[src/design/ivlp_pkg.sv]
/*
  Constants for the interrupt vectoring and low-power control block.
  Assumes one system clock; vector addresses are byte addresses of words.
*/
// Function
// (RULE_01) Vectors live at top of memory, 16-bit handlers
// (RULE_02) Erased reset vector sends device to deepest sleep
// (RULE_03) All reset causes use reset vector, top priority
// (RULE_04) Fetch from register or unused region resets
// (RULE_05) NMI, oscillator fault, access violation share vector
// (RULE_06) Individual enables gate level-30 sources, global not
// (RULE_07) Seven-channel timer: channel 0 apart, others shared
// (RULE_08) Comparator, interval watchdog, timer3 channel 0 dedicated
// (RULE_09) Timer3 channels 1, 2 and overflow share vector
// (RULE_10) First serial pair: shared receive and transmit vectors
// (RULE_11) I2C mode: status flags replace receive source
// (RULE_12) I2C mode: receive and transmit both on transmit
// (RULE_13) Converter 21, 20 unused, port two 19, one 18
// (RULE_14) Second serial pair: receive 17, transmit 16
// (RULE_15) Priorities 15 to 0 carry no interrupt
// (RULE_16) Key pattern in lowest word disables boot loader
// (RULE_17) Zero key word blocks erase on bad password
// (RULE_18) Interrupt wakes device, return restores sleep mode
// (RULE_19) Active runs all; mode zero stops core, main
// (RULE_20) Mode one also drops unused oscillator dc generator
// (RULE_21) Mode two stops submain, keeps generator and auxiliary
// (RULE_22) Mode three drops generator; four stops everything
// (RULE_23) Highest pending enabled priority is delivered first
package ivlp_pkg;
  localparam logic [15:0] VEC_TOP        = 16'hffff;
  localparam logic [15:0] VEC_BASE       = 16'hffc0;
  localparam logic [15:0] VEC_RESET      = 16'hfffe;
  localparam logic [15:0] VEC_ERASED     = 16'hffff;
  localparam logic [15:0] VEC_LOWEST     = 16'hffde;
  localparam logic [15:0] KEY_BSL_OFF    = 16'haa55;
  localparam logic [15:0] KEY_NO_ERASE   = 16'h0000;
  localparam logic [15:0] REG_LO         = 16'h0000;
  localparam logic [15:0] REG_HI         = 16'h01ff;
  localparam logic [4:0]  PRI_RESET      = 5'h1f;
  localparam logic [4:0]  PRI_NMI        = 5'h1e;
  localparam logic [4:0]  PRI_T7_CH0     = 5'h1d;
  localparam logic [4:0]  PRI_T7_REST    = 5'h1c;
  localparam logic [4:0]  PRI_COMP       = 5'h1b;
  localparam logic [4:0]  PRI_WDT        = 5'h1a;
  localparam logic [4:0]  PRI_T3_CH0     = 5'h19;
  localparam logic [4:0]  PRI_T3_REST    = 5'h18;
  localparam logic [4:0]  PRI_SA_RX      = 5'h17;
  localparam logic [4:0]  PRI_SA_TX      = 5'h16;
  localparam logic [4:0]  PRI_ADC        = 5'h15;
  localparam logic [4:0]  PRI_UNUSED     = 5'h14;
  localparam logic [4:0]  PRI_P2         = 5'h13;
  localparam logic [4:0]  PRI_P1         = 5'h12;
  localparam logic [4:0]  PRI_SB_RX      = 5'h11;
  localparam logic [4:0]  PRI_SB_TX      = 5'h10;
  localparam int          PRI_USED_LO    = 16;
  typedef enum logic [2:0] {
    IVLP_ACTIVE, IVLP_SLEEP_MODE_ZERO, IVLP_LPM1, IVLP_LPM2, IVLP_LPM3, IVLP_DEEPEST_SLEEP_MODE
  } ivlp_mode_t;
  typedef enum logic [1:0] {
    IVLP_BOOT, IVLP_RUN, IVLP_ISR
  } ivlp_state_t;
  function automatic logic [15:0] ivlp_vec_addr(input logic [4:0] pri);
    ivlp_vec_addr = VEC_BASE + {10'h000, pri, 1'b0};
  endfunction
endpackage

[src/design/ivlp_vec_mem.sv]
/*
  Vector table store: 32 words at the top of memory, registered read.
  Assumes the loader writes it before the core leaves reset.
*/
`timescale 1ns/1ps
module ivlp_vec_mem
  import ivlp_pkg::*;
(
  input  wire logic        sys_clk,
  input  wire logic        clk_en,
  input  wire logic        wr_en,
  input  wire logic [4:0]  wr_idx,
  input  wire logic [15:0] wr_data,
  input  wire logic [4:0]  rd_idx,
  output logic [15:0]      rd_data
);
  logic [15:0] mem [0:31];

  // Handler words; index equals priority
  always_ff @(posedge sys_clk) begin
    if (clk_en && wr_en) begin
      mem[wr_idx] <= wr_data; // RULE_01
    end
  end

  always_ff @(posedge sys_clk) begin
    if (clk_en) begin
      rd_data <= mem[rd_idx];
    end
  end
endmodule

[src/design/ivlp_ctrl.sv]
/*
  Interrupt vector resolution, reset causes and low-power clock control.
  Assumes peripheral flags are levels held until their handler clears them,
  and the core pulses irq_ret on return from interrupt.
*/
`timescale 1ns/1ps
module ivlp_ctrl
  import ivlp_pkg::*;
(
  input  wire logic        sys_clk,
  input  wire logic        rst,
  input  wire logic        clk_en,
  input  wire logic        vec_wr_en,
  input  wire logic [4:0]  vec_wr_idx,
  input  wire logic [15:0] vec_wr_data,
  input  wire logic        boot_done,
  input  wire logic        power_up_flag,
  input  wire logic        external_reset_flag,
  input  wire logic        watchdog_flag,
  input  wire logic        flash_key_violation_flag,
  input  wire logic        fetch_valid,
  input  wire logic [15:0] fetch_addr,
  input  wire logic        unused_region,
  input  wire logic        pin_nmi_flag,
  input  wire logic        pin_nmi_en,
  input  wire logic        osc_fault_flag,
  input  wire logic        osc_fault_en,
  input  wire logic        flash_access_violation_flag,
  input  wire logic        flash_access_en,
  input  wire logic        global_ie,
  input  wire logic [6:0]  compare_channel_flag,
  input  wire logic [6:0]  t7_ie,
  input  wire logic        timer7_overflow_flag,
  input  wire logic        t7_ovf_ie,
  input  wire logic        comparator_flag,
  input  wire logic        comparator_ie,
  input  wire logic        wdt_interval_mode,
  input  wire logic        wdt_ie,
  input  wire logic [2:0]  t3_flags,
  input  wire logic [2:0]  t3_ie,
  input  wire logic        timer3_overflow_flag,
  input  wire logic        t3_ovf_ie,
  input  wire logic        serial_a_first_rx_flag,
  input  wire logic        serial_a_first_tx_flag,
  input  wire logic        serial_b_first_rx_flag,
  input  wire logic        serial_b_first_tx_flag,
  input  wire logic        serial_b_first_i2c,
  input  wire logic        arbitration_lost_flag,
  input  wire logic        nack_received_flag,
  input  wire logic        start_detected_flag,
  input  wire logic        stop_detected_flag,
  input  wire logic [3:0]  serial_first_ie,
  input  wire logic        converter_flag,
  input  wire logic        converter_ie,
  input  wire logic [7:0]  port_two_pin_flags,
  input  wire logic [7:0]  port_two_ie,
  input  wire logic [7:0]  port_one_pin_flags,
  input  wire logic [7:0]  port_one_ie,
  input  wire logic        serial_a_second_rx_flag,
  input  wire logic        serial_b_second_rx_flag,
  input  wire logic        serial_a_second_tx_flag,
  input  wire logic        serial_b_second_tx_flag,
  input  wire logic [3:0]  serial_second_ie,
  input  wire logic        sleep_req,
  input  wire ivlp_mode_t  sleep_mode,
  input  wire logic        irq_ret,
  input  wire logic        digital_osc_used,
  output logic             irq_req,
  output logic [15:0]      irq_vector,
  output logic [4:0]       irq_level,
  output logic             core_reset,
  output ivlp_mode_t       mode,
  output logic             core_clk_en,
  output logic             main_clk_en,
  output logic             submain_clock_en,
  output logic             aux_clk_en,
  output logic             dc_gen_en,
  output logic             crystal_en,
  output logic             bootloader_off,
  output logic             bad_pw_no_erase
);
  logic [31:0]  pend;
  logic [4:0]   win;
  logic         any;
  logic [4:0]   rd_idx;
  logic [15:0]  rd_data;
  logic [1:0]   boot_step_r;
  logic [4:0]   rd_tag_r;
  ivlp_state_t  state_r;
  ivlp_mode_t   saved_r;
  logic         bad_fetch;

  ivlp_vec_mem u_mem (
    .sys_clk (sys_clk),
    .clk_en  (clk_en),
    .wr_en   (vec_wr_en),
    .wr_idx  (vec_wr_idx),
    .wr_data (vec_wr_data),
    .rd_idx  (rd_idx),
    .rd_data (rd_data)
  );

  assign bad_fetch = fetch_valid && (unused_region ||
                     (fetch_addr >= REG_LO && fetch_addr <= REG_HI)); // RULE_04

  // Pending, enabled requests by priority
  always_comb begin
    pend = '0;
    pend[PRI_RESET]   = power_up_flag | external_reset_flag | watchdog_flag & ~wdt_interval_mode
                      | flash_key_violation_flag | bad_fetch; // RULE_03
    pend[PRI_NMI]     = pin_nmi_flag & pin_nmi_en | osc_fault_flag & osc_fault_en
                      | flash_access_violation_flag & flash_access_en; // RULE_05 RULE_06
    pend[PRI_T7_CH0]  = global_ie & compare_channel_flag[0] & t7_ie[0]; // RULE_07
    pend[PRI_T7_REST] = global_ie & (|(compare_channel_flag[6:1] & t7_ie[6:1])
                      | timer7_overflow_flag & t7_ovf_ie); // RULE_07
    pend[PRI_COMP]    = global_ie & comparator_flag & comparator_ie; // RULE_08
    pend[PRI_WDT]     = global_ie & wdt_interval_mode & watchdog_flag & wdt_ie; // RULE_08
    pend[PRI_T3_CH0]  = global_ie & t3_flags[0] & t3_ie[0]; // RULE_08
    pend[PRI_T3_REST] = global_ie & (|(t3_flags[2:1] & t3_ie[2:1])
                      | timer3_overflow_flag & t3_ovf_ie); // RULE_09
    pend[PRI_SA_RX]   = global_ie & (serial_a_first_rx_flag & serial_first_ie[0]
                      | (serial_b_first_i2c
                         ? (arbitration_lost_flag | nack_received_flag
                            | start_detected_flag | stop_detected_flag) // RULE_11
                         : serial_b_first_rx_flag) & serial_first_ie[2]); // RULE_10
    pend[PRI_SA_TX]   = global_ie & (serial_a_first_tx_flag & serial_first_ie[1]
                      | serial_b_first_tx_flag & serial_first_ie[3]
                      | serial_b_first_i2c & serial_b_first_rx_flag
                        & serial_first_ie[2]); // RULE_10 RULE_12
    pend[PRI_ADC]     = global_ie & converter_flag & converter_ie; // RULE_13
    pend[PRI_P2]      = global_ie & |(port_two_pin_flags & port_two_ie); // RULE_13
    pend[PRI_P1]      = global_ie & |(port_one_pin_flags & port_one_ie); // RULE_13
    pend[PRI_SB_RX]   = global_ie & (serial_a_second_rx_flag & serial_second_ie[0]
                      | serial_b_second_rx_flag & serial_second_ie[2]); // RULE_14
    pend[PRI_SB_TX]   = global_ie & (serial_a_second_tx_flag & serial_second_ie[1]
                      | serial_b_second_tx_flag & serial_second_ie[3]); // RULE_14
  end

  // Highest set index wins; levels below 16 never set
  always_comb begin
    win = PRI_RESET;
    any = 1'b0;
    for (int i = PRI_USED_LO; i < 32; i++) begin
      if (pend[i]) begin
        win = 5'(i); // RULE_23 RULE_15
        any = 1'b1;
      end
    end
  end

  // Boot reads reset vector then key word; run reads winner
  always_comb begin
    if (state_r == IVLP_BOOT) begin
      rd_idx = (boot_step_r != 2'h0) ? 5'h0f : PRI_RESET; // RULE_16
    end else begin
      rd_idx = win;
    end
  end

  // Index of the word now held in the registered read
  always_ff @(posedge sys_clk or posedge rst) begin
    if (rst) begin
      rd_tag_r <= PRI_RESET;
    end else if (clk_en) begin
      rd_tag_r <= rd_idx;
    end
  end

  always_ff @(posedge sys_clk or posedge rst) begin
    if (rst) begin
      state_r    <= IVLP_BOOT;
      boot_step_r <= 2'h0;
      saved_r    <= IVLP_ACTIVE;
      mode       <= IVLP_ACTIVE;
      irq_req    <= 1'b0;
      irq_vector <= 16'h0000;
      irq_level  <= 5'h00;
      core_reset <= 1'b1;
      bootloader_off  <= 1'b0;
      bad_pw_no_erase <= 1'b0;
    end else if (clk_en) begin
      unique case (state_r)
        IVLP_BOOT: begin
          if (boot_done) begin
            if (boot_step_r == 2'h0) begin
              boot_step_r <= 2'h1;
              irq_vector  <= rd_data; // RULE_01
              irq_level   <= PRI_RESET;
              if (rd_data == VEC_ERASED) begin
                mode <= IVLP_DEEPEST_SLEEP_MODE; // RULE_02
              end else begin
                core_reset <= 1'b0;
              end
            end else if (boot_step_r == 2'h1) begin
              // Middle step lets the key word read settle
              boot_step_r <= 2'h2;
            end else begin
              bootloader_off  <= (rd_data == KEY_BSL_OFF); // RULE_16
              bad_pw_no_erase <= (rd_data == KEY_NO_ERASE); // RULE_17
              state_r         <= IVLP_RUN;
            end
          end
        end
        IVLP_RUN: begin
          irq_req <= 1'b0;
          if (any && win == PRI_RESET) begin
            core_reset <= 1'b1; // RULE_03 RULE_04
            mode       <= IVLP_ACTIVE;
            boot_step_r <= 2'h0;
            state_r    <= IVLP_BOOT;
          end else if (any && !core_reset) begin
            // Fire only once the read holds the winner's word
            if (rd_tag_r == win) begin
              irq_req    <= 1'b1;
              irq_vector <= rd_data; // RULE_23
              irq_level  <= win;
              saved_r    <= mode;
              mode       <= IVLP_ACTIVE; // RULE_18
              state_r    <= IVLP_ISR;
            end
          end else if (sleep_req && !core_reset) begin
            mode <= sleep_mode;
          end
        end
        IVLP_ISR: begin
          irq_req <= 1'b0;
          if (irq_ret) begin
            mode    <= saved_r; // RULE_18
            state_r <= IVLP_RUN;
          end
        end
        default: state_r <= IVLP_BOOT;
      endcase
    end
  end

  // Clock gating per mode
  always_ff @(posedge sys_clk or posedge rst) begin
    if (rst) begin
      core_clk_en      <= 1'b1;
      main_clk_en      <= 1'b1;
      submain_clock_en <= 1'b1;
      aux_clk_en       <= 1'b1;
      dc_gen_en        <= 1'b1;
      crystal_en       <= 1'b1;
    end else if (clk_en) begin
      core_clk_en      <= (mode == IVLP_ACTIVE); // RULE_19
      main_clk_en      <= (mode == IVLP_ACTIVE); // RULE_19
      submain_clock_en <= (mode == IVLP_ACTIVE || mode == IVLP_SLEEP_MODE_ZERO
                           || mode == IVLP_LPM1); // RULE_21
      aux_clk_en       <= (mode != IVLP_DEEPEST_SLEEP_MODE); // RULE_22
      dc_gen_en        <= (mode == IVLP_ACTIVE || mode == IVLP_SLEEP_MODE_ZERO || mode == IVLP_LPM2
                           || (mode == IVLP_LPM1 && digital_osc_used)); // RULE_20 RULE_22
      crystal_en       <= (mode != IVLP_DEEPEST_SLEEP_MODE); // RULE_22
    end
  end

  a_deepest_sleep_mode_aux_off: assert property (@(posedge sys_clk) disable iff (rst) // RULE_22
    clk_en && mode == IVLP_DEEPEST_SLEEP_MODE |=> !aux_clk_en && !crystal_en)
    else $error("aux clock runs in deepest mode");
  a_sleep_mode_zero_clocks: assert property (@(posedge sys_clk) disable iff (rst) // RULE_19
    clk_en && mode == IVLP_SLEEP_MODE_ZERO |=> !main_clk_en && submain_clock_en && aux_clk_en)
    else $error("mode zero gating wrong");
  a_lpm2_clocks: assert property (@(posedge sys_clk) disable iff (rst) // RULE_21
    clk_en && mode == IVLP_LPM2 |=> !submain_clock_en && dc_gen_en)
    else $error("mode two gating wrong");
  a_lpm3_dcgen: assert property (@(posedge sys_clk) disable iff (rst) // RULE_22
    clk_en && mode == IVLP_LPM3 |=> !dc_gen_en && aux_clk_en)
    else $error("mode three gating wrong");
  a_lpm1_dcgen: assert property (@(posedge sys_clk) disable iff (rst) // RULE_20
    clk_en && mode == IVLP_LPM1 && !digital_osc_used |=> !dc_gen_en)
    else $error("mode one generator on");
  a_active_clocks: assert property (@(posedge sys_clk) disable iff (rst) // RULE_19
    clk_en && mode == IVLP_ACTIVE |=> core_clk_en && main_clk_en && submain_clock_en
    && aux_clk_en && dc_gen_en && crystal_en)
    else $error("clock stopped in active mode");
  a_wake_active: assert property (@(posedge sys_clk) disable iff (rst) // RULE_18
    irq_req |-> mode == IVLP_ACTIVE)
    else $error("interrupt left device asleep");
  a_return_mode: assert property (@(posedge sys_clk) disable iff (rst) // RULE_18
    clk_en && state_r == IVLP_ISR && irq_ret |=> mode == $past(saved_r))
    else $error("sleep mode not restored");
  a_level_range: assert property (@(posedge sys_clk) disable iff (rst) // RULE_15
    irq_req |-> irq_level >= 5'h10 && irq_level != PRI_UNUSED && irq_level != PRI_RESET)
    else $error("bad interrupt level");
  a_nmi_no_gie: assert property (@(posedge sys_clk) disable iff (rst) // RULE_06
    clk_en && state_r == IVLP_RUN && !core_reset && !pend[PRI_RESET] && !global_ie
    && pin_nmi_flag && pin_nmi_en && rd_tag_r == PRI_NMI |=> irq_req && irq_level == PRI_NMI)
    else $error("nmi source blocked");
  a_single_pulse: assert property (@(posedge sys_clk) disable iff (rst) // RULE_23
    clk_en && irq_req |=> !irq_req)
    else $error("request not held off");
  a_bad_fetch: assert property (@(posedge sys_clk) disable iff (rst) // RULE_04
    clk_en && state_r == IVLP_RUN && bad_fetch |=> core_reset)
    else $error("bad fetch without reset");
  a_reset_entry: assert property (@(posedge sys_clk) disable iff (rst) // RULE_03
    clk_en && state_r == IVLP_RUN && pend[PRI_RESET] |=> core_reset && state_r == IVLP_BOOT)
    else $error("reset cause ignored");
  a_erased_sleep: assert property (@(posedge sys_clk) disable iff (rst) // RULE_02
    clk_en && state_r == IVLP_BOOT && boot_done && boot_step_r == 2'h0
    && rd_data == VEC_ERASED |=> mode == IVLP_DEEPEST_SLEEP_MODE && core_reset)
    else $error("erased reset vector runs code");
  a_key_off: assert property (@(posedge sys_clk) disable iff (rst) // RULE_16
    clk_en && state_r == IVLP_BOOT && boot_done && boot_step_r == 2'h2
    |=> bootloader_off == ($past(rd_data) == KEY_BSL_OFF))
    else $error("boot loader key not applied");
  a_key_zero: assert property (@(posedge sys_clk) disable iff (rst) // RULE_17
    clk_en && state_r == IVLP_BOOT && boot_done && boot_step_r == 2'h2
    |=> bad_pw_no_erase == ($past(rd_data) == KEY_NO_ERASE))
    else $error("erase guard key not applied");
endmodule

[config.mk]
export PLATFORM = sky130hd
export DESIGN_NAME = ivlp_ctrl
export DESIGN_NICKNAME = d
export VERILOG_FILES = /design/src/design/ivlp_pkg.sv /design/src/design/ivlp_vec_mem.sv /design/src/design/ivlp_ctrl.sv
export SDC_FILE = /design/constraint.sdc
export NUM_CORES = 1
export LEC_CHECK = 0
export ABC_AREA = 1
export BUFFER_PORTS_ARGS = -buffer_cell sky130_fd_sc_hd__buf_2
export CORE_MARGIN = 1
export CORE_UTILIZATION = 55
export CTS_CLUSTER_SIZE = 12
export DETAILED_ROUTE_END_ITERATION = 8
export PLACE_DENSITY_LB_ADDON = 0.08
export SLEW_MARGIN = 20
export SYNTH_ARGS = -nofsm -noshare
export SYNTH_HDL_FRONTEND = slang
export SYNTH_SLANG_ARGS = --single-unit
[constraint.sdc]
create_clock -name sys_clk -period 2 [get_ports sys_clk]
set_input_delay 0.2 -clock sys_clk [delete_from_list [all_inputs] [get_ports sys_clk]]
set_output_delay 0.2 -clock sys_clk [all_outputs]
set_load 0.02 [all_outputs]
# == Yosys cells after proc, flatten, opt, wreduce, memory -nomap -nowiden ==
# Memory sizes are Yosys's and may differ from the RTL's. A register that Yosys moved wholly into a read port is not among the register bits.
# Cells that the tools add are included.
# word_totals
romBits,0
input_bits,144
regBits,44
memories,1
mem_bits_rw,512
latchBits,0
out_inout_bits,34
# op_classes
shifts,0
reduce_logical,33
addsub,0
n_mux,78
div_mod_pow,0
n_mul,0
n_lt_le_gt_ge,2
bitwise,59
n_eq_ne,27
# mem_list
name,words,word_bits,rd,rd_clocked_by_memory_dff,write_ports,line,text
u_mem.mem,32,16,1,1,1,ivlp_vec_mem.sv:17,logic [15:0] mem [0:31];
# op_table
operator,n
2-to-1 mux 5 bit,21
2-to-1 mux 16 bit,5
bitwise AND 1 bit,35
== test 16 bit (second input constant),2
case mux 16 bit (2 select lines),1
2-to-1 mux 1 bit,25
2-to-1 mux 3 bit,8
2-to-1 mux 2 bit,11
inequality test 2 bit (second input constant),9
bitwise AND 8 bit,2
greater-or-equal comparator 16 x 1 -> 1 bit (second input constant),1
<= comparator 16 x 9 -> 1 bit (second input constant),1
logical NOT 16 bit,1
bitwise OR 1 bit,16
OR reduction 8 bit,2
AND reduction 5 bit,3
AND reduction 7 bit,2
case mux 5 bit (2 select lines),1
inequality test 3 bit (second input constant),3
case mux 3 bit (3 select lines),1
inequality test 4 bit (second input constant),2
AND reduction 8 bit,1
logical AND 1 bit,7
bitwise AND 6 bit,1
24 further kinds,38

# == Longest topological paths before layout ==
# depth
word_depth,23
depth_mapped,25
mapped_depth_nobuf,24

# == Hierarchy ==
# Synthesis repeated with hierarchy kept, for this count alone.
# unflattened
cells_unflattened,2190
area_unflattened_um2,24265.8
# by_module_without_submodules
module,instances,cells_per_inst,seq_area_each_um2,area_each_um2
ivlp_vec_mem,1,1796,15855.2,21435.6
ivlp_ctrl,1,394,1113.6,2830.2

# == Least setup slack after synthesis ==
# Ideal clock, no wire load.
# synth_path
kind,flip-flop to flip-flop
from,reg state_r[0]
to,"reg u_mem.rd_data[12], read port of u_mem.mem (data pin)"
arrival_time_ps,2006
stages_incl_launch_ff,11
slack_ps,-258
path_buffers,3
required_ps,1747
setup_ps,253
synth_period_minus_slack_ps,2258
cell_sequence,dfrtp_1 -> inv_1 -> ha_1 -> clkbuf_1 -> clkinv_1 -> nor2_1 -> clkbuf_1 -> inv_1 -> clkbuf_1 -> nand2_1 -> nand2_1
# synth_via
elab_chain_cells,2
# synth_rtl
item,line,text
start: declaration,ivlp_ctrl.sv:89,ivlp_state_t state_r;
start signal: assignment,ivlp_ctrl.sv:171,state_r <= IVLP_BOOT;
start signal: assignment,ivlp_ctrl.sv:200,state_r <= IVLP_RUN;
start signal: assignment,ivlp_ctrl.sv:210,state_r <= IVLP_BOOT;
logical NOT 2 bit,ivlp_ctrl.sv:153,if (state_r == IVLP_BOOT) begin
2-to-1 mux 5 bit,ivlp_ctrl.sv:153,
end: declaration,ivlp_vec_mem.sv:15,output logic [15:0] rd_data
# No other way between the ends.
# A chain may end at the register's enable or synchronous reset.

# == Final worst setup path ==
# layout_path
from,reg state_r[0]
to,"reg u_mem.rd_data[3], read port of u_mem.mem (data pin)"
# The elaborated chain is that of the path after synthesis.

==> summary.md <==
| Metric | Value |
|---|---|
| FF+latch count, synth | 572 |
| Actual slew at the worst max-slew pin | 0.8957 ns |
| H-tree depth reported by CTS | 2 |
| Number of fillers in the final layout | 3521 |
| Buffers added on ports | 168 |
| TritonRoute pass-1 iters | 8 |
| Hold Path Class | primary input to register |
| Io pins | 178 |
| Cell count after synthesis | 2701 |
| Floorplan Core Area | 47650 um2 |
| Library cell with the highest instance count after synthesis | sky130_fd_sc_hd__inv_1 |
| Worst Hold Depth | 5 |
| Wire length of the first global-routing pass | 118400 um |
| Post-DP HPWL | 48910 um |
| Part of the Yosys area used for sequential elements | 0.6398 |
| Initial antenna violation count | 5 |
| Post-synthesis instance area | 26520 um2 |
| Overall track demand over capacity in global routing | 0.3212 |
| End point of the most critical hold path | bootloader_off |
| Worst setup skew after layout | 0.02126 ns |
| Area growth from synthesis to final layout | 26.19% |
| Number of cell instances on the worst register-to-register path | 13 |
| # rows | 80 |
| Layout Cells excl Fill | 3663 |
| Average cell area after synthesis | 9.819 um2 |
| Element type at the critical path start | register |
| Syn nets | 2849 |
| Setup Viol. Count Final | 32 |
| Leading register cell type out of synthesis | sky130_fd_sc_hd__edfxtp_1 |
| Die area | 49100 um2 |
| Setup repair after global routing missed its margin | yes |
| R2r startpoint | state_r[0] |
| DR iter-0 viols | 2532 |
| Number of placed instances with taps included | 3510 |
| Clock edge transition at the registers on the reported setup and hold paths | 0.06 ns |
| Inserted Clock Buffers | 59 |
| Maximum number of buffers from clock root to sink | 3 |
| Status | finished, violations left |
| TritonCTS clock tree | done |
| Count of nets left with antenna violations after detail routing | 0 |
| Number of warnings reported in the yosys synthesis log | 0 |
| Final design area excluding fillers | 33470 um2 |
| Minimum clock period after layout | 2.276 ns |
| Proportion of layout cells with a drive suffix above 1 | 0.2292 |
| Initial core utilization | 0.5566 |
| Sink Count | 572 |
| Overall overflow remaining after global route | 0 |
| Source-to-sink clock delay at the later pin of the worst-skew pair | 0.63 ns |
| Xor/xnor share of the synthesized area | 0.0006605 |
| Total power | 30350 uW |
| Routability cong. | 0.8889 |
| Hold Crit Start | boot_done |
| Worst Setup Path Type | register to register |
| Compound-gate portion of the synthesized area | 0.01128 |
| Mux contribution to synthesized area | 0 |
| Clock Root Buffer | sky130_fd_sc_hd__clkbuf_16 |
| Required arrival time at the worst endpoint | 2.38 ns |
| Max transition margin | 0.3992 |
| Number of slew-limit violations in the final report | 0 |
| FFs w/ async S/R, synth | 0.07692 |
| Vertical extent of the die | 221.6 um |
| Final Hold Violating Endpoints | 0 |
| Share of synthesized cell area in and, or, nand and nor gates | 0.2383 |
| Vias | 21060 |
| Min setup slack post-route | -0.2762 ns |
| Cell types occupying the most area after synthesis | sky130_fd_sc_hd__edfxtp_1 60%, sky130_fd_sc_hd__nand3_1 9.1%, sky130_fd_sc_hd__inv_1 8.0%, sky130_fd_sc_hd__nand2_1 7.6%, sky130_fd_sc_hd__nand4_1 4.7% |
| Count of flip-flops with a built-in enable after synthesis | 528 |
| Yosys top cell area share | 0.5978 |
| Largest family of logic cells by synthesized area | simple AND/OR/NAND/NOR gates |
| Drt wl/cell | 22.24 um |
| Maximum number of pins on one net before global-route repair | 52 |
| Library cells used by synthesis | 37 |
| Achievable frequency | 439.3 MHz |
| Via count of the first global-routing pass | 19760 |
| Share of synthesized cell area in full adder, half adder and majority cells | 0.001887 |
| Signal arrival time at the worst endpoint | 2.65 ns |
| Final net count | 3149 |
| Area after DPL | 29730 um2 |
| Power density cells | 906.9 nW/um2 |
| Drc violations | 0 |
| Vias per cell | 5.749 |
| Die outline width | 221.6 um |
| Setup TNS Final | -3.368 ns |
| Largest fanout on the critical path | 7 |
| Max capacitance violation total | 0 |
| Worst reg-to-reg setup slack | -0.28 ns |
| Worst IR Drop VDD | 771.0 uV |
| Violations in the final reports | setup timing |
| Portion of the clock cycle consumed by the worst path in the final layout | 1.138 |
| Reg2reg end | u_mem.rd_data[3] |
| Drt total wl | 81450 um |
| Dpl ws | -1.125 ns |
| Reported leakage power | 0.01473 uW |
| Crit path capture type | register |
| Commonest cells in the synthesized netlist | 566 x sky130_fd_sc_hd__inv_1, 539 x sky130_fd_sc_hd__nand2_1, 528 x sky130_fd_sc_hd__edfxtp_1 |
| Post-synthesis cell type with the largest combined area | sky130_fd_sc_hd__edfxtp_1 |
-- critical path: stages (launching register included) --
cell and delay, ns:
sky130_fd_sc_hd__dfrtp_1 0.39, sky130_fd_sc_hd__inv_2 0.08, sky130_fd_sc_hd__ha_4 0.19, sky130_fd_sc_hd__buf_6 0.14
sky130_fd_sc_hd__nor2_4 0.04, sky130_fd_sc_hd__buf_12 0.14, sky130_fd_sc_hd__buf_12 0.14, sky130_fd_sc_hd__bufbuf_16 0.27
sky130_fd_sc_hd__nand3_1 0.10, sky130_fd_sc_hd__nand3_2 0.14, sky130_fd_sc_hd__nand3_4 0.13, sky130_fd_sc_hd__nand2_2 0.07
sky130_fd_sc_hd__nand2_2 0.10, sky130_fd_sc_hd__nand2_1 0.07
-- registers in the layout (all words and copies together) (netlist names), 2 cells and up --
register	flops
u_mem.mem	512
irq_vector	16
u_mem.rd_data	16
irq_level	5
rd_tag_r	5
mode	3
saved_r	3
boot_step_r	2
state_r	2
-- cell usage in the layout, fill, tap and decap left out, types with 22 or more instances in the layout --
| master | synthesis | final |
|---|---|---|
| sky130_fd_sc_hd__clkbuf_16 | 0 | 70 |
| sky130_fd_sc_hd__dfrtp_1 | 34 | 34 |
| sky130_fd_sc_hd__buf_2 | 74 | 162 |
| sky130_fd_sc_hd__nand3b_1 | 24 | 24 |
| sky130_fd_sc_hd__nor2_1 | 63 | 56 |
| sky130_fd_sc_hd__nand2_2 | 3 | 52 |
| sky130_fd_sc_hd__buf_12 | 0 | 83 |
| sky130_fd_sc_hd__nand2_1 | 539 | 471 |
| sky130_fd_sc_hd__inv_1 | 566 | 557 |
| sky130_fd_sc_hd__nand4_1 | 200 | 200 |
| sky130_fd_sc_hd__buf_6 | 0 | 22 |
| sky130_fd_sc_hd__nand3_2 | 2 | 91 |
| sky130_fd_sc_hd__buf_4 | 9 | 108 |
| sky130_fd_sc_hd__edfxtp_1 | 528 | 528 |
| sky130_fd_sc_hd__nand3_1 | 480 | 383 |
-- per-layer routing --
metal	part of all wire	wire length, um	track usage	vias to the layer above
li1	-	-	-	9619
met1	0.39	32130	0.4381	10130
met2	0.48	38870	0.5209	1130
met3	0.095	7759	0.05698	175
met4	0.033	2686	0.1127	2
met5	0.00012	10	0	-
-- where the power goes --
part / switching, uW / internal [uW]
registers: 398 / 13600
logic: 3760 / 2160
clock network: 4530 / 5880
total: 8690 / 21700
-- logic make-up (layout without fill, tap and decap cells) --
| group | count (synthesis) | in the layout |
|---|---|---|
| AND/OR/NAND/NOR | 1340 | 1340 |
| buffers and inverters | 730 | 1074 |
| flip-flops | 572 | 572 |
| AO/OA/AOI/OAI | 53 | 53 |
| adder cells (fa/ha/maj) | 4 | 4 |
| XOR/XNOR | 2 | 2 |
| other | 0 | 3 |
-- through the flow --
stage | utilization | hold slack (ns)
final | 0.7024 | 0.05859
after global routing | 0.7024 | 0.07946
after CTS | 0.6783 | 0.0002959
after detailed placement | 0.6240 | 0.3129
after global placement | 0.6240 | 0.2952
after floorplan | - | 0.2989
-- area by class of cell --
| type | instances | area [um2] | share of cell area |
|---|---|---|---|
| Sequential cell | 572 | 16970 | 0.5070 |
| Multi-Input combinational cell | 1399 | 7684 | 0.2296 |
| Timing Repair Buffer | 401 | 4096 | 0.1224 |
| Inverter | 568 | 2151 | 0.06427 |
| Clock buffer | 82 | 1625 | 0.04856 |
| Tap cell | 615 | 769.5 | 0.02299 |
| Clock inverter | 23 | 165.2 | 0.004935 |
| Antenna cell | 3 | 7.507 | 0.0002243 |
-- worst max-delay path by stage --
stage / startpoint / end / slack [ns] / cells after the start
floorplan: port_one_pin_flags[4] / u_mem.rd_data[12] / -0.07 / 24
global placement: port_one_pin_flags[0] / u_mem.rd_data[8] / -1.04 / 21
detailed placement: port_one_pin_flags[1] / u_mem.rd_data[8] / -1.13 / 21
CTS: state_r[1] / u_mem.rd_data[13] / -0.20 / 14
global route: port_two_ie[2] / u_mem.rd_data[2] / -0.31 / 27
finish: state_r[0] / u_mem.rd_data[3] / -0.28 / 13
-- repair_timing --
action | CTS | global route
resized for setup | 113 | 182
endpoints found under the hold margin | 27 | 0
cloned | 5 | 12
hold buffers | 5 | 0
endpoints found under the setup margin | 44 | 49
pin swaps | 30 | 67
setup buffers | 13 | 13
No activity file was read; power rests on OpenSTA's default activity.
